## config.mk

```make
export PLATFORM = sky130hd
export DESIGN_NAME = pbc_top
export DESIGN_NICKNAME = d
export VERILOG_FILES = /design/src/verilog/pbc_top.v /design/src/verilog/pbc_sync.v
export VERILOG_INCLUDE_DIRS = /design/src /design/src/verilog
export SDC_FILE = /design/constraint.sdc
export NUM_CORES = 1
export LEC_CHECK = 0
export ABC_AREA = 1
export BUFFER_PORTS_ARGS = -buffer_cell sky130_fd_sc_hd__buf_2
export CORE_UTILIZATION = 57
export CTS_CLUSTER_SIZE = 25
export DETAILED_ROUTE_END_ITERATION = 8
export GPL_TIMING_DRIVEN = 0
export PLACE_DENSITY = 0.84
export SLEW_MARGIN = 20
export SYNTH_ARGS = -nofsm -noshare
export SYNTH_HDL_FRONTEND = slang
export SYNTH_SLANG_ARGS = --single-unit
```

## constraint.sdc

```tcl
create_clock -name clock -period 2.5 [get_ports clock]
set_input_delay 0 -clock clock [delete_from_list [all_inputs] [get_ports clock]]
set_output_delay 0 -clock clock [all_outputs]
set_load 0.005 [all_outputs]
```

## src/verilog/pbc_consts.vh

```
`ifndef PBC_CONSTS_VH
`define PBC_CONSTS_VH
// timebase: one millisecond tick at an 8 ns clock
`define PBC_CLK_PERIOD_NS 8
`define PBC_TICK_NS       1000000
`define PBC_DIV_W         17
`define PBC_MS_W          16
`define PBC_MS_MAX        16'hFFFF
// press thresholds in ms (32 ms, 0.5 s, 1 s, 2 s, 4 s, 6 s)
`define PBC_MS_ON         16'h0020
`define PBC_MS_H01        16'h01F4
`define PBC_MS_H10        16'h03E8
`define PBC_MS_H11        16'h07D0
`define PBC_MS_CYCLE      16'h0FA0
`define PBC_MS_OFF        16'h1770
// power-cycle phase length, 0.5 s
`define PBC_MS_STEP       16'h01F4
// register byte addresses
`define PBC_ADDR_CTRL     32'h00000000
`define PBC_ADDR_PINCFG   32'h00000004
`define PBC_ADDR_STATUS   32'h00000008
`define PBC_ADDR_COUNT    32'h0000000C
`define PBC_RESP_OKAY     2'h0
`define PBC_RESP_SLVERR   2'h2
`define PBC_CTRL_RST      32'h00000000
`define PBC_PINCFG_RST    32'h0C0B0A09
// per-pin configuration byte
`define PBC_PIN_W         8
`define PBC_PF_LSB        0
`define PBC_PM_LSB        3
`define PBC_PV_BIT        5
`define PBC_FN_GPIO       3'h0
`define PBC_FN_RESET      3'h1
`define PBC_FN_IRQ        3'h2
`define PBC_FN_EXTERNAL_ENABLE_OUTPUT     3'h3
`define PBC_FN_LED        3'h4
`define PBC_FN_EXT_GOOD   3'h5
`define PBC_FN_VSEL       3'h6
`define PBC_MODE_IN       2'h0
`define PBC_MODE_OD       2'h1
`define PBC_MODE_PP       2'h2
`define PBC_LED_FIRST     2
`endif

```

## src/verilog/pbc_top.v

```verilog
// Local design decisions: the placing of the registers and the AXI4-Lite slave port.
`timescale 1ns/1ps
`default_nettype none
`include "pbc_consts.vh"
// Overview of operation
// off and high-impedance press held 32 ms: start enabling outputs
// go active only when in regulation and held past selected hold time
// release before hold time during power on: outputs off, back to off
// fault during power on before release: outputs off, back to off
// button may stay held in power on; active entered only after release
// high-impedance press over 4 s: on release off 0.5 s, start 0.5 s
// high-impedance power cycle only when its enable is set, needs 4 s
// high-impedance press reaching 6 s with enable: off at once
// power off only when its enable is set, never under 6 s
// after power off outputs stay off until a fresh power-on press
// low-impedance press 32 ms to 4 s: reset low at 32 ms until release
// low-impedance press over 4 s: power cycle on release, no enable
// both enables: 4 to 6 s gives power cycle, over 6 s power off
// enables are factory straps, read only; both clear disables both
// pins one and two: any function but led; in, open drain, push-pull
// pins three and four: any function with led; input or open drain
// button low drives interrupt low; status bit and counter readable
// button and impedance synchronised; durations counted in ms
module pbc_top #(
	parameter TICK_CYCLES = `PBC_TICK_NS / `PBC_CLK_PERIOD_NS
) (
	// clocking
	input  wire        clock,
	input  wire        rst,
	input  wire        clock_enable,
	// pushbutton and power path
	input  wire        button_press_n,
	input  wire        low_impedance,
	input  wire        all_in_regulation,
	input  wire        fault_detected,
	input  wire [1:0]  factory_config,
	output reg         regulator_enable,
	output reg         system_reset_n,
	output reg         interrupt_request_n,
	output reg         voltage_scaling_select,
	output reg         external_good_input,
	// multi-purpose pins
	input  wire [3:0]  multi_pin_in,
	output reg  [3:0]  multi_pin_out,
	output reg  [3:0]  multi_pin_oe,
	// axi4-lite slave
	input  wire [31:0] s_axi_awaddr,
	input  wire        s_axi_awvalid,
	output reg         s_axi_awready,
	input  wire [31:0] s_axi_wdata,
	input  wire [3:0]  s_axi_wstrb,
	input  wire        s_axi_wvalid,
	output reg         s_axi_wready,
	output reg  [1:0]  s_axi_bresp,
	output reg         s_axi_bvalid,
	input  wire        s_axi_bready,
	input  wire [31:0] s_axi_araddr,
	input  wire        s_axi_arvalid,
	output reg         s_axi_arready,
	output reg  [31:0] s_axi_rdata,
	output reg  [1:0]  s_axi_rresp,
	output reg         s_axi_rvalid,
	input  wire        s_axi_rready
);
	localparam [4:0] S_OFF   = 5'h01;
	localparam [4:0] S_START = 5'h02;
	localparam [4:0] S_ACT   = 5'h04;
	localparam [4:0] S_COFF  = 5'h08;
	localparam [4:0] S_CST   = 5'h10;
	localparam [31:0] TICK_SPAN = TICK_CYCLES - 1;
	localparam [`PBC_DIV_W-1:0] TICK_LAST = TICK_SPAN[`PBC_DIV_W-1:0];
	wire [5:0]            sync_lv;
	wire                  btn_low, lowimp_s, release_ev, powered;
	wire [3:0]            pin_s, next_pin_out, next_pin_oe;
	wire [3:0]            good_hit, vsel_hit;
	wire [31:0]           w_mask;
	wire [`PBC_MS_W-1:0]  hold_ms;
	reg  [`PBC_DIV_W-1:0] tick_div;
	reg                   tick, btn_low_q, imp_low, rd_hit;
	reg                   armed, next_armed, soft_rst, next_soft_rst;
	reg                   cycle_en, shut_en, aw_full, w_full;
	reg  [`PBC_MS_W-1:0]  press_ms, last_ms, phase_ms;
	reg  [4:0]            state, next_state;
	reg  [31:0]           ctrl, pincfg, aw_addr, w_data, rd_word;
	reg  [3:0]            w_strb;

	pbc_sync #(
		.WIDTH(6)
	) u_sync (
		.clock       (clock),
		.rst         (rst),
		.clock_enable(clock_enable),
		.async_in    ({button_press_n, low_impedance, multi_pin_in}),
		.sync_out    (sync_lv)
	);

	assign btn_low    = ~sync_lv[5];
	assign lowimp_s   = sync_lv[4];
	assign pin_s      = sync_lv[3:0];
	assign release_ev = ~btn_low & btn_low_q;
	assign powered    = |(state & (S_START | S_ACT | S_CST));

	// ms timebase and press timing
	always @(posedge clock)
	begin
		if (rst)
		begin
			tick_div  <= {`PBC_DIV_W{1'b0}};
			tick      <= 1'b0;
			btn_low_q <= 1'b0;
			imp_low   <= 1'b0;
			press_ms  <= {`PBC_MS_W{1'b0}};
			last_ms   <= {`PBC_MS_W{1'b0}};
			phase_ms  <= {`PBC_MS_W{1'b0}};
		end
		else if (clock_enable)
		begin
			tick <= (tick_div == TICK_LAST);
			if (tick_div == TICK_LAST)
				tick_div <= {`PBC_DIV_W{1'b0}};
			else
				tick_div <= tick_div + 1'b1;
			btn_low_q <= btn_low;
			// class is fixed at the start of a press so a bouncing
			// impedance line cannot change the function mid-press
			if (btn_low & ~btn_low_q)
				imp_low <= lowimp_s;
			if (!btn_low)
				press_ms <= {`PBC_MS_W{1'b0}};
			else if (tick && press_ms != `PBC_MS_MAX)
				press_ms <= press_ms + 1'b1;
			if (release_ev)
				last_ms <= press_ms;
			if (state != next_state)
				phase_ms <= {`PBC_MS_W{1'b0}};
			else if (tick && phase_ms != `PBC_MS_MAX)
				phase_ms <= phase_ms + 1'b1;
		end
	end

	assign hold_ms = (ctrl[1:0] == 2'h1) ? `PBC_MS_H01 :
		(ctrl[1:0] == 2'h2) ? `PBC_MS_H10 :
		(ctrl[1:0] == 2'h3) ? `PBC_MS_H11 : `PBC_MS_ON;

	// power state sequence
	always @*
	begin
		next_state    = state;
		next_armed    = armed | ~btn_low;
		next_soft_rst = 1'b0;
		case (state)
			S_OFF:
				if (btn_low && !imp_low && armed &&
					press_ms >= `PBC_MS_ON)
					next_state = S_START;
			S_START:
			begin
				if (fault_detected && btn_low)
				begin
					next_state = S_OFF;
					next_armed = 1'b0;
				end
				else if (!btn_low)
					next_state = (all_in_regulation &&
						press_ms > hold_ms) ? S_ACT : S_OFF;
			end
			S_ACT:
			begin
				next_soft_rst = btn_low & imp_low &
					(press_ms >= `PBC_MS_ON);

				if (release_ev && press_ms > `PBC_MS_CYCLE &&
					(imp_low || cycle_en))
					next_state = S_COFF;
			end
			S_COFF:
				if (phase_ms >= `PBC_MS_STEP)
					next_state = S_CST;
			S_CST:
				if (phase_ms >= `PBC_MS_STEP)
					next_state = S_ACT;
			default:
				next_state = S_OFF;
		endcase
		// shutdown acts from any running state, without a release
		if ((state & (S_ACT | S_COFF | S_CST)) != 5'h00 &&
			btn_low && !imp_low && shut_en &&
			press_ms >= `PBC_MS_OFF)
		begin
			next_state    = S_OFF;
			next_armed    = 1'b0;
			next_soft_rst = 1'b0;
		end
	end

	always @(posedge clock)
	begin
		if (rst)
		begin
			state    <= S_OFF;
			armed    <= 1'b0;
			soft_rst <= 1'b0;
			// straps caught while reset is held; no write path exists
			cycle_en <= factory_config[0];
			shut_en  <= factory_config[1];
		end
		else if (clock_enable)
		begin
			state    <= next_state;
			armed    <= next_armed;
			soft_rst <= next_soft_rst;
		end
	end

	// multi-purpose pins
	genvar i;
	generate
		for (i = 0; i < 4; i = i + 1)
		begin : g_pin
			wire [2:0] fn = pincfg[i*`PBC_PIN_W+`PBC_PF_LSB +: 3];
			wire [1:0] md = pincfg[i*`PBC_PIN_W+`PBC_PM_LSB +: 2];
			wire       led_ok = (i >= `PBC_LED_FIRST);
			wire       is_in = (fn == `PBC_FN_EXT_GOOD) ||
				(fn == `PBC_FN_VSEL) || (md == `PBC_MODE_IN);
			// push-pull only on the lower pair, else open drain
			wire       pp = (md == `PBC_MODE_PP) && !led_ok;
			reg        val;
			always @*
			begin
				case (fn)
					`PBC_FN_RESET:  val = system_reset_n;
					`PBC_FN_IRQ:    val = interrupt_request_n;
					`PBC_FN_EXTERNAL_ENABLE_OUTPUT: val = regulator_enable;
					`PBC_FN_LED:    val = ~(led_ok & powered);
					default:
						val = pincfg[i*`PBC_PIN_W+`PBC_PV_BIT];
				endcase
			end
			assign next_pin_out[i] = pp & val;
			assign next_pin_oe[i]  = ~is_in & (pp | ~val);
			assign good_hit[i] = (fn == `PBC_FN_EXT_GOOD) & pin_s[i];
			assign vsel_hit[i] = (fn == `PBC_FN_VSEL) & pin_s[i];
		end
	endgenerate

	always @(posedge clock)
	begin
		if (rst)
		begin
			regulator_enable       <= 1'b0;
			system_reset_n         <= 1'b0;
			interrupt_request_n    <= 1'b1;
			voltage_scaling_select <= 1'b0;
			external_good_input    <= 1'b0;
			multi_pin_out          <= 4'h0;
			multi_pin_oe           <= 4'h0;
		end
		else if (clock_enable)
		begin
			regulator_enable    <= powered;
			// processor held in reset unless active and no soft reset
			system_reset_n      <= (state == S_ACT) & ~soft_rst;
			interrupt_request_n <= ~btn_low;
			voltage_scaling_select <= |vsel_hit;
			external_good_input    <= |good_hit;
			multi_pin_out <= next_pin_out;
			multi_pin_oe  <= next_pin_oe;
		end
	end

	// register bus
	assign w_mask = {{8{w_strb[3]}}, {8{w_strb[2]}},
		{8{w_strb[1]}}, {8{w_strb[0]}}};

	always @*
	begin
		rd_hit  = 1'b1;
		rd_word = 32'h00000000;
		case (s_axi_araddr)
			`PBC_ADDR_CTRL:   rd_word = ctrl;
			`PBC_ADDR_PINCFG: rd_word = pincfg;
			`PBC_ADDR_STATUS:
				rd_word = {19'h00000, pin_s, shut_en, cycle_en,
					state, imp_low, btn_low};
			`PBC_ADDR_COUNT:  rd_word = {last_ms, press_ms};
			default:          rd_hit = 1'b0;
		endcase
	end

	always @(posedge clock)
	begin
		if (rst)
		begin
			s_axi_awready <= 1'b0;
			s_axi_wready  <= 1'b0;
			s_axi_bvalid  <= 1'b0;
			s_axi_bresp   <= `PBC_RESP_OKAY;
			s_axi_arready <= 1'b0;
			s_axi_rvalid  <= 1'b0;
			s_axi_rdata   <= 32'h00000000;
			s_axi_rresp   <= `PBC_RESP_OKAY;
			aw_full       <= 1'b0;
			w_full        <= 1'b0;
			aw_addr       <= 32'h00000000;
			w_data        <= 32'h00000000;
			w_strb        <= 4'h0;
			ctrl          <= `PBC_CTRL_RST;
			pincfg        <= `PBC_PINCFG_RST;
		end
		else if (clock_enable)
		begin
			if (s_axi_awready && s_axi_awvalid)
			begin
				aw_full       <= 1'b1;
				aw_addr       <= s_axi_awaddr;
				s_axi_awready <= 1'b0;
			end
			else if (!aw_full)
				s_axi_awready <= 1'b1;
			if (s_axi_wready && s_axi_wvalid)
			begin
				w_full       <= 1'b1;
				w_data       <= s_axi_wdata;
				w_strb       <= s_axi_wstrb;
				s_axi_wready <= 1'b0;
			end
			else if (!w_full)
				s_axi_wready <= 1'b1;
			if (aw_full && w_full && !s_axi_bvalid)
			begin
				aw_full      <= 1'b0;
				w_full       <= 1'b0;
				s_axi_bvalid <= 1'b1;
				s_axi_bresp  <= `PBC_RESP_OKAY;
				// status and count are read only; writes are dropped
				case (aw_addr)
					`PBC_ADDR_CTRL:
						ctrl <= {30'h00000000, ((ctrl[1:0] &
							~w_mask[1:0]) | (w_data[1:0] & w_mask[1:0]))};
					`PBC_ADDR_PINCFG:
						pincfg <= (pincfg & ~w_mask) | (w_data & w_mask);
					`PBC_ADDR_STATUS, `PBC_ADDR_COUNT:
						s_axi_bresp <= `PBC_RESP_OKAY;
					default:
						s_axi_bresp <= `PBC_RESP_SLVERR;
				endcase
			end
			else if (s_axi_bvalid && s_axi_bready)
				s_axi_bvalid <= 1'b0;
			if (s_axi_arready && s_axi_arvalid)
			begin
				s_axi_arready <= 1'b0;
				s_axi_rvalid  <= 1'b1;
				s_axi_rdata   <= rd_word;
				s_axi_rresp   <= rd_hit ? `PBC_RESP_OKAY :
					`PBC_RESP_SLVERR;
			end
			else if (s_axi_rvalid && s_axi_rready)
				s_axi_rvalid <= 1'b0;
			else if (!s_axi_rvalid)
				s_axi_arready <= 1'b1;
		end
	end
endmodule // pbc_top
`default_nettype wire

```

## src/verilog/pbc_sync.v

```verilog
`timescale 1ns/1ps
`default_nettype none
module pbc_sync #(
	parameter WIDTH = 1
) (
	// clocking
	input  wire             clock,
	input  wire             rst,
	input  wire             clock_enable,
	// asynchronous levels in, synchronised levels out
	input  wire [WIDTH-1:0] async_in,
	output reg  [WIDTH-1:0] sync_out
);
	reg [WIDTH-1:0] stage_one;
	// reset to ones: button and pins idle high
	always @(posedge clock)
	begin
		if (rst)
		begin
			stage_one <= {WIDTH{1'b1}};
			sync_out  <= {WIDTH{1'b1}};
		end
		else if (clock_enable)
		begin
			stage_one <= async_in;
			sync_out  <= stage_one;
		end
	end
endmodule // pbc_sync
`default_nettype wire

```

# Word-level counts from Yosys, hierarchy flattened
# Index checks and enable logic that the tools add are counted.
# totals
in_bits	118
memories	0
mem_bits_rw	0
reg_bits	245
mem_bits_ro	0
latchBits	0
# classes
muxes	45
bitwise_logic	42
div	0
n_lt_le_gt_ge	5
n_addsub	3
n_mul	0
reduce_logical	66
eq_ne	48
shifts	0
# ops
op	n
$eq A32 B4 Y1 const B	4
$pmux W32 S4	1
$and A32 B32 Y32	2
$eq A32 B3 Y1 const B	2
$logic_not A32 Y1	2
$mux W16	4
$eq A3 B3 Y1 const B	12
$mux W5	7
$mux W11	3
$add A16 B1 Y16 const B	2
$ne A16 B16 Y1 const B	2
$not A32 Y32	1
$or A32 B32 Y32	1
$reduce_and A2 Y1	14
$pmux W5 S5	1
$eq A3 B2 Y1 const B	8
$mux W1	21
$logic_and A1 B1 Y1	20
$and A1 B1 Y1	19
$add A17 B1 Y17 const B	1
$eq A17 B17 Y1 const B	1
$mux W17	1
$ge A16 B13 Y1 const B	1
$ge A16 B6 Y1 const B	1
other kinds (30)	78

# Longest topological paths before layout
# Gate-level depths: netlist of the first run.
# logic_depth
ltp_word	14
mapped_depth	23
mapped_depth_nobuf	22

# Hierarchy
# Synthesis of the first run repeated with hierarchy kept, for this count alone.
# unflattened
cells_unflattened	1522
area_unflattened_um2	11083.1
# modules_own_cells
mod	cells_per_inst	n_inst	area_each_um2
pbc_top	1469	1	10661.5
pbc_sync	53	1	421.7

# Least setup slack after synthesis of the first run
# Ideal clock, no wire load.
# synth_timing
path_type	register to register
from	reg with a tool-made name
to	reg phase_ms[11]
synth_period_minus_slack_ns	2.200
stages_incl_launch_ff	21
n_path_buf	1
setup_slack_ns	0.300
required_time_ns	2.388
arrival_ns	2.088
cell_sequence	dfxtp_1 nor2_1 ha_1 nand2_1 nor2_1 nand2_1 nand3_1 nand2_1 nand2_1 nand2_1 nand2_1 nand2_1 nand2_1 nand2_1 nand2_1 nand3_4 o21bai_4 buf_6 nand3_1 nand2_1 nor2_2
# synth_rtl
element	line_no	text
end signal: assignment	pbc_top.v:114	phase_ms <= {`PBC_MS_W{1'b0}};
end signal: assignment	pbc_top.v:135	phase_ms <= {`PBC_MS_W{1'b0}};
end signal: assignment	pbc_top.v:137	phase_ms <= phase_ms + 1'b1;
end: declaration	pbc_top.v:82	reg [`PBC_MS_W-1:0] press_ms, last_ms, phase_ms;

==> impl_metrics.ini, run 1 <==
[critical_path]
cp_common_cell = nand2_1
crit_family = simple AND/OR/NAND/NOR gates
crit_arrival_ns = 2.94
crit_chain = buf_6 > nand2_2 > ha_4 > nand2_1 > nand2_1 > nand2_1 > nand3_1 > nand2_1 > nand2_1 > nand2_2 > nand2_2 > nand2_1 > nand2_1 > nand2_2 > nand2_2 > nand3_4 > o21bai_4 > clkbuf_16 > nand3_2 > a21oi_2
cp_num_buf_inv = 2
crit_path_top_delay_cell = dfxtp_4
reg2reg_setup_slack_ns = 0.02
critPathMaxFanout = 5
crit_type = flip-flop to flip-flop
max_stage_delay_ns = 0.42
endpoint_kind = flip-flop
critPathLaunchType = flip-flop
critical_path_required_ns = 2.96

[power_and_ir_drop]
power.density_nw_per_um2 = 633
p_total_mw = 9.14
p_leak_nw = 5.89
peakVddDrop_mv = 0.563

[clock_network]
h-tree-depth = 1
cts_tree = yes
clockBufferDepth = 3
cts_root_buf = clkbuf_16
insertion_delay_ns = 0.53
clk_pin_slew_ns = 0.06
cts_sinks = 243
numCtsBuffers = 26

[hold_path]
hp-start = clock_enable
min_path_type = input port to flip-flop

[routing]
wl_per_cell_um = 17.9
first_pass_iters = 6
vias = 12203
drc = 0
vias_per_cell = 5.73
dr.first_iter.drc_count = 1246
ant_nets = 0
wl_mm = 38.2

[timing]
hold_viol = 0
worst_clock_skew_ns = 0.0189
fin_hold_ws_ns = 0.0434
fin_crit_sh_pct = 99.1
setup_viol = 0
max_clock_freq_mhz = 403
fin_crit_ns = 2.48
setup-tns-final_ns = 0
slew_headroom_pct = 42.4
slew_violations = 0
worst_pin_slew_ns = 0.864
rsz0062_at_grt = true

[layout]
fillers = 1488
area_growth_pct = 28.4
nNetsFinal = 1976
drive_gt1_share_pct = 18.2
antenna_cells = 0
post-route-cell-area_sq_um = 14400

[run_status]
outcome = finished clean

[global_route]
grt_pass1_vias = 11470
grt_overflow_total = 0
grt_pass1_wl_mm = 57.6
grt_max_degree = 14
grtUsageTotal_pct = 36.5
antenna_found_initial = 1

[logic_synthesis]
yosysUniqueCellTypes = 53
ys_seq_area_share_pct = 43.5
yosysWarnings = 0
avgSynthCellArea_sq_um = 7.21
async_flop_share_pct = 0
syn_inst = 1560
synth_edf_count = 2
mappedNetlistArea_sq_um = 11200
ys_ff_latch = 243
ys.flop_type = dfxtp_1

[die]
num_io_pins = 172
core_region_area_sq_um = 19400
row_count = 51
start_util_pct = 58.0
die_h_um = 142
die_w_um = 142
dieArea_sq_um = 20300

[flow_run]
maxCapViolations = 0

[placement]
place_area_sq_um = 12400
place_congestion = 1.00
hpwlAfterDp_mm = 24.7
io_buffers = 167
-- what timing repair did --
| item | 4_1_cts | 5_1_grt |
|---|---|---|
| cloned | 0 | 1 |
| hold buffers | 81 | 0 |
| buffers inserted | 1 | 3 |
| hold endpoints to repair | 83 | 0 |
| pin swaps | 1 | 14 |
| resized for setup | 8 | 67 |
| setup endpoints to repair | 16 | 51 |
-- cells in the final DEF, fill, tap and decap left out, types with 7 or more instances in the layout --
cell type,count
nand4_1,21
o211ai_1,11
ha_1,9
buf_4,8
buf_2,169
nand2_2,19
dfxtp_2,7
inv_2,12
xor2_1,11
clkbuf_1,61
nor3_1,30
a211oi_1,8
nor2_1,86
o221ai_1,11
inv_1,198
dfxtp_1,232
nor3_2,8
o21ai_0,150
nand3_1,62
o22ai_1,23
nand3_2,13
nand2_1,264
clkbuf_16,29
dlygate4sd3_1,81
nor2_2,21
a21oi_1,206
nor4_1,16
-- final timing paths --
check | cells past startpoint | to
worst max register to register | 20 | phase_ms[12]
worst min register to register | 2 | w_data[21]
worst min-delay path | 5 | tick
worst max-delay path | 20 | phase_ms[12]
-- metrics by stage --
step	cells	util, %	worst slack (ns)
4_1_cts	2124	72.9	0.0303
5_1_grt	2128	74.4	-0.156
3_5_place_dp	1995	64.0	-0.216
3_3_place_gp	1995	64.0	-0.166
2_1_floorplan	1563	-	0.300
6_report	2128	74.4	0.0215
-- routing by layer --
metal	track usage (%)	up-vias	share of wire [%]
li1	-	5763	-
met1	47.4	5587	40
met2	58.8	698	45
met3	4.98	155	9.3
met4	19.4	0	5.4
met5	0	-	0
-- report_power, final --
group / switching (mW) / internal, mW / leakage [nW]
clock network: 1.62 / 2.40 / 0.439
logic: 0.601 / 0.411 / 3.47
registers: 0.101 / 4.00 / 1.98
-- cell type report --
cell class | count | area, sq um | share of cell area, %
flip-flops and latches | 243 | 4900 | 34.0
inverters | 218 | 822 | 5.70
well taps | 265 | 332 | 2.30
repair buffers | 253 | 1710 | 11.8
multi-input cells | 1026 | 5430 | 37.6
clock inverters | 8 | 104 | 0.719
clock buffers | 39 | 792 | 5.49
plain buffers | 76 | 347 | 2.40
-- worst register-to-register path: cells and delay by family (launching register included) --
| family | cells | cell delay [ns] |
|---|---|---|
| adder cells (fa/ha/maj) | 1 | 0.27 |
| AND/OR/NAND/NOR | 15 | 1.05 |
| flip-flops | 1 | 0.42 |
| buffers and inverters | 2 | 0.31 |
| AO/OA/AOI/OAI | 2 | 0.36 |
-- Yosys cell counts (2+ instances only) --
cell	instances	share of area, %
a211oi_1	8	0.53
a21oi_1	206	9.2
a21oi_2	6	0.47
a311oi_1	2	0.16
a31oi_1	6	0.33
buf_1	6	0.20
buf_2	5	0.22
buf_4	4	0.27
clkbuf_1	59	2.0
clkinv_1	6	0.20
dfxtp_1	241	43
edfxtp_1	2	0.53
ha_1	14	1.6
inv_1	202	6.7
inv_2	9	0.30
nand2_1	277	9.2
nand2_2	8	0.45
nand2_4	3	0.30
nand3_1	68	3.0
nand3_2	7	0.62
nand4_1	21	1.2
nor2_1	91	3.0
nor2_2	19	1.1
nor2_4	3	0.30
nor3_1	38	1.7
nor3b_1	2	0.13
nor4_1	17	0.95
o211ai_1	11	0.73
o21a_1	2	0.13
o21ai_0	150	6.7
o221ai_1	11	0.86
o22ai_1	23	1.3
o31ai_1	2	0.13
xnor2_1	2	0.16
xor2_1	11	0.86
-- logic make-up (layout without fill, tap and decap cells) --
group           count (synthesis)  in the layout  share of synthesized area, %
other cells                     1              4                        0.0334
fa+ha+maj                      14             14                          1.56
xor+xnor                       13             13                          1.01
compound gates                434            434                          21.1
simple gates                  561            561                          22.6
flops                         243            243                          43.5
buf+inv                       294            594                          10.2
(Power assumes the default switching activity.)
==> run 2, diff against run 1 <==
Settings changed: CORE_UTILIZATION 57 to 33, PLACE_DENSITY 0.84 to 0.55.
==> run 2 against run 1 <==
Final area up 1.4%; hold slack got worse by 0.035 ns; via count shrank 6.4%; register-to-register slack improved by 0.07 ns; largest power group is now clock; largest cell class unchanged; cell count is 8.7% higher; utilization shrank 31 points; clock skew fell by 0.011 ns; clock power up 5%; clock-buffer cell count increased by 4; die area is 72% higher; wire length down 3.2%; worst setup slack improved by 0.067 ns.
==> impl_metrics.ini, run 2 (synthesis gave the netlist of run 1 again) <==
[run_status]
outcome = finished clean

[power_and_ir_drop]
pwr-share-clk_pct = 45.3
swShare_pct = 24.8
p_comb_share_pct = 10.5
seq_power_share_pct = 44.1
power.density_nw_per_um2 = 634
p_leak_nw = 5.87
p_sw_mw = 2.31
p_int_mw = 6.98
p_total_mw = 9.28
peakVddDrop_mv = 0.445

[timing]
slew_violations = 0
rsz0062_at_grt = true
worst_clock_skew_ns = 0.00797
fin_crit_ns = 2.41
max_clock_freq_mhz = 415
slew_headroom_pct = 42.9
fin_crit_sh_pct = 96.5
setup_ws_ns = 0.0886
hold_viol = 0
setup_viol = 0
worst_pin_slew_ns = 0.857
fin_hold_ws_ns = 0.00886
setup-tns-final_ns = 0

[clock_network]
cts_root_buf = clkbuf_16
clk_pin_slew_ns = 0.06
clockBufferDepth = 3
numCtsBuffers = 28
insertion_delay_ns = 0.54
h-tree-depth = 1
cts_sinks = 243
cts_tree = yes

[critical_path]
r2r-end = phase_ms[3]
crit_type = flip-flop to flip-flop
crit_arrival_ns = 2.88
endpoint_kind = flip-flop
critPathLaunchType = flip-flop
r2r-start = u_sync.sync_out[5]
critical_path_required_ns = 2.97
rr_worst_depth = 13
reg2reg_setup_slack_ns = 0.09
critPathMaxFanout = 8
crit_path_top_delay_cell = dfxtp_1
max_stage_delay_ns = 0.58
crit_family = simple AND/OR/NAND/NOR gates
cp_num_buf_inv = 2
crit_chain = inv_2 > nor3_1 > nand4_1 > nand2_1 > a21oi_1 > nor2_2 > nand3_4 > nor2_8 > nand2_4 > nand2_4 > clkbuf_16 > nor2_2 > nor2_1

[global_route]
grtUsageTotal_pct = 20.8
grt_pass1_wl_mm = 58.3
grt_overflow_total = 0
antenna_found_initial = 0
grt_max_degree = 14
grt_pass1_vias = 10989

[layout]
final_cell_mix = 268 x nand2_1, 234 x dfxtp_1, 206 x a21oi_1
antenna_cells = 0
drive_gt1_share_pct = 17.3
mostFrequentLayoutCell = nand2_1
nNetsFinal = 1978
layoutNonFillerInstCount = 2314
post-route-cell-area_sq_um = 14600
area_growth_pct = 30.2
utilization_pct = 43.6

[routing]
wl_mm = 36.9
vias_per_cell = 4.94
vias = 11423
dr.first_iter.drc_count = 678
drc = 0
ant_nets = 0
wl_per_cell_um = 16.0
first_pass_iters = 5

[flow_run]
maxCapViolations = 0

[die]
start_util_pct = 33.5
row_count = 67
num_io_pins = 172
die_w_um = 187
dieArea_sq_um = 34800
die_h_um = 187
core_region_area_sq_um = 33500

[placement]
hpwlAfterDp_mm = 27.6
io_buffers = 167
place_congestion = 0.961
preCtsSetupSlack_ns = -0.211
dpl.cell_count = 2178
place_area_sq_um = 12600

[hold_path]
hp-start = s_axi_araddr[3]
min_path_type = input port to flip-flop
whs_path_depth = 8
min_to = s_axi_rdata[19]
[run 2: cell count changes in the layout (fill, tap and decap cells not counted), moves of 3 or more]
cell      before  now
nand3_1       62   68
nand3_2       13    7
clkbuf_2       4    1
clkbuf_1      61   65
inv_1        198  201
nand2_1      264  268
[run 2: routing by layer]
| layer | vias up | global-route usage (%) | wire length (um) |
|---|---|---|---|
| met5 | - | 0 | 0 |
| li1 | 5774 | - | - |
| met4 | 0 | 6.94 | 1200 |
| met3 | 69 | 4.08 | 2490 |
| met2 | 362 | 33.8 | 16200 |
| met1 | 5218 | 27.7 | 17000 |
[run 2: final cells by class]
cell class / count / area [sq um]
fill: 3476 / 18900
multi-input combinational: 1026 / 5350
sequential: 243 / 4900
timing repair buffer: 253 / 1710
clock buffer: 43 / 860
inverter: 218 / 823
tap: 448 / 561
buffer: 76 / 339
clock inverter: 7 / 96.3
[run 2: timing repair]
action / 4_1_cts / 5_1_grt
pin swaps: 1 / 2
hold buffers: 81 / 0
endpoints found under the setup margin: 16 / 27
gates resized for setup: 12 / 39
gates cloned: 1 / 1
setup buffers: 1 / 2
endpoints found under the hold margin: 83 / 0
[run 2: worst max-delay path by stage]
stage,startpoint,to,slack (ns),cells past startpoint
detailed placement,flip-flop,phase_ms[11],-0.21,20
floorplan,flip-flop,phase_ms[11],0.30,20
global route,flip-flop,phase_ms[3],-0.09,20
global placement,flip-flop,phase_ms[11],-0.21,20
CTS,flip-flop,phase_ms[8],-0.01,21
finish,u_sync.sync_out[5],phase_ms[3],0.09,13
[run 2: worst register-to-register path: stages (launching register included)]
cell,delay [ns]
dfxtp_1,0.58
inv_2,0.19
nor3_1,0.28
nand4_1,0.19
nand2_1,0.13
a21oi_1,0.08
nor2_2,0.15
nand3_4,0.13
nor2_8,0.18
nand2_4,0.06
nand2_4,0.09
clkbuf_16,0.16
nor2_2,0.03
nor2_1,0.09
[run 2: power by group through the flow]
| stage | Combinational (mW) | Sequential (mW) | Clock [mW] |
|---|---|---|---|
| 2_1_floorplan | 0.521 | 4.15 | 0 |
| 3_3_place_gp | 0.808 | 4.18 | 0 |
| 3_5_place_dp | 0.819 | 4.18 | 0 |
| 4_1_cts | 0.932 | 4.09 | 4.29 |
| 5_1_grt | 1.09 | 4.11 | 4.44 |
| 6_report | 0.978 | 4.10 | 4.21 |
==> run 3, diff against run 2 <==
Settings changed: ABC_AREA 1 to default, PLACE_DENSITY 0.55 to 0.48, REMOVE_ABC_BUFFERS from default to 1.
==> run 3 against run 2 <==
Combinational power shrank 32%; sequential power shrank 3%; critical path depth shrank 2; fmax shrank 12%; the flow now finishes with violations (setup timing); worst setup slack lost 0.32 ns; die area shrank 4.3%; via count shrank 11%; clock skew shrank 0.00051 ns; total power shrank 4.4%; global-route usage shrank 1.9 points; first-iteration DRC count shrank 31%; critical path type unchanged.
==> impl_metrics.ini, run 3 <==
[timing]
worst_clock_skew_ns = 0.00746
setup_viol = 16
fin_crit_ns = 2.73
fin_hold_ws_ns = 0.0292
rsz0062_at_grt = true
slew_headroom_pct = 27.7
max_clock_freq_mhz = 366
fin_crit_sh_pct = 109
setup_ws_ns = -0.231
hold_viol = 0
slew_violations = 0
worst_pin_slew_ns = 1.08
setup-tns-final_ns = -2.78

[placement]
place_congestion = 0.823
dpl.cell_count = 1842
preCtsSetupSlack_ns = -0.777
place_area_sq_um = 11900
hpwlAfterDp_mm = 21.1
io_buffers = 167

[logic_synthesis]
yosys.cell_count.top_type = nand2_1
ys_ff_latch = 243
mappedNetlistArea_sq_um = 10800
synth.top_cell.area_share_pct = 44.9
yosys.area.top_type = dfxtp_1
async_flop_share_pct = 0
ys_seq_area_share_pct = 45.4
syn_inst = 1326
synth_area_leaders = dfxtp_1 45%, nand2_1 11%, a21oi_1 7.1%
yosysUniqueCellTypes = 68
ys.flop_type = dfxtp_1
avgSynthCellArea_sq_um = 8.11
synth_edf_count = 2
ys_top_cells_by_count = 302 x nand2_1, 241 x dfxtp_1, 152 x a21oi_1
yosysWarnings = 0

[global_route]
grt_pass1_vias = 9868
grt_overflow_total = 0
antenna_found_initial = 0
grt_pass1_wl_mm = 51.1
grtUsageTotal_pct = 18.9
grt_max_degree = 111

[die]
die_h_um = 182
num_io_pins = 172
dieArea_sq_um = 33300
row_count = 65
start_util_pct = 33.8
core_region_area_sq_um = 31800
die_w_um = 182

[critical_path]
reg2reg_setup_slack_ns = -0.23
crit_family = simple AND/OR/NAND/NOR gates
critPathMaxFanout = 4
crit_type = flip-flop to flip-flop
critical_path_required_ns = 2.99
crit_path_top_delay_cell = or4b_4
crit_arrival_ns = 3.22
endpoint_kind = flip-flop
cp_num_buf_inv = 2
crit_chain = inv_4 > ha_4 > or4b_4 > a211oi_4 > nor3b_2 > a211oi_2 > o211ai_1 > a211oi_4 > buf_6 > or3b_1 > nand3_1
max_stage_delay_ns = 0.47
cp_common_cell = a211oi_4
critPathLaunchType = flip-flop

[power_and_ir_drop]
p_total_mw = 8.87
power.density_nw_per_um2 = 611
p_leak_nw = 5.75
peakVddDrop_mv = 0.509

[layout]
area_growth_pct = 35.2
antenna_cells = 0
fillers = 3221
final_cell_mix = 301 x nand2_1, 226 x dfxtp_1, 165 x buf_2
drive_gt1_share_pct = 20.2
post-route-cell-area_sq_um = 14500
layoutNonFillerInstCount = 2032
mostFrequentLayoutCell = nand2_1
utilization_pct = 45.7
nNetsFinal = 1709

[clock_network]
cts_sinks = 243
numCtsBuffers = 27
clk_pin_slew_ns = 0.06
h-tree-depth = 1
cts_root_buf = clkbuf_16
insertion_delay_ns = 0.55
cts_tree = yes
clockBufferDepth = 3

[routing]
vias_per_cell = 5.00
dr.first_iter.drc_count = 467
vias = 10160
wl_per_cell_um = 15.8
first_pass_iters = 5
ant_nets = 0
wl_mm = 32.1
drc = 0

[run_status]
failed_checks = setup timing
outcome = finished with violations

[hold_path]
min_path_type = input port to flip-flop

[flow_run]
maxCapViolations = 0
[run 3: routing by layer]
layer | up-vias | track usage [%] | part of all wire, % | routed length (um)
li1 | 5098 | - | - | -
met1 | 4782 | 24.6 | 46 | 14900
met2 | 231 | 32.1 | 47 | 15000
met3 | 49 | 3.29 | 4.7 | 1520
met4 | 0 | 4.84 | 2.1 | 662
met5 | - | 0 | 0 | 0
[run 3: path summary, 6_finish.rpt]
kind | from | end | depth (start not counted)
hold reg to reg | s_axi_rdata[1] | s_axi_rdata[1] | 2
hold / removal | s_axi_araddr[14] | s_axi_rresp[1] | 5
setup / recovery | press_ms[1] | phase_ms[14] | 11
setup reg to reg | press_ms[1] | phase_ms[14] | 11
[run 3: worst min-delay path, stage by stage]
cell and delay (ns):
buf_2 0.08, nor2_1 0.03, nand4_1 0.11, nor3_2 0.13
nor3_1 0.17
[run 3: repair_timing]
item | in CTS | in global routing
pin swaps | 16 | 11
endpoints found under the setup margin | 53 | 29
hold buffers | 116 | 0
gates cloned | 3 | 1
setup buffers | 19 | 3
gates resized for setup | 53 | 31
hold endpoints to repair | 110 | 0
[run 3: power by group]
group	total [mW]	leakage, nW	internal, mW	switching [mW]
Clock	4.22	0.463	2.59	1.63
Combinational	0.664	3.31	0.336	0.328
Sequential	3.99	1.98	3.93	0.0555
Total	8.87	5.75	6.86	2.02
[run 3: final cells by class]
cell class                 count  area, sq um  area share [%]
clock buffer                  41          788            5.42
clock inverter                 8          155            1.07
inverter                      22         91.3           0.628
multi-input combinational    970         5690            39.2
sequential                   243         4920            33.8
tap                          435          544            3.75
timing repair buffer         312         2340            16.1
timing repair inverter         1         5.00          0.0344
[run 3: cells by family after synthesis]
group	after synthesis	synth area share, %
and+or+nand+nor	597	25.0
xor gates and xnor gates	30	2.44
muxes	48	4.93
DFF	243	45.4
other	1	0.0349
AOI/OAI and AO/OA	276	16.0
adders and majority gates	15	1.72
buffers and inverters	116	4.40
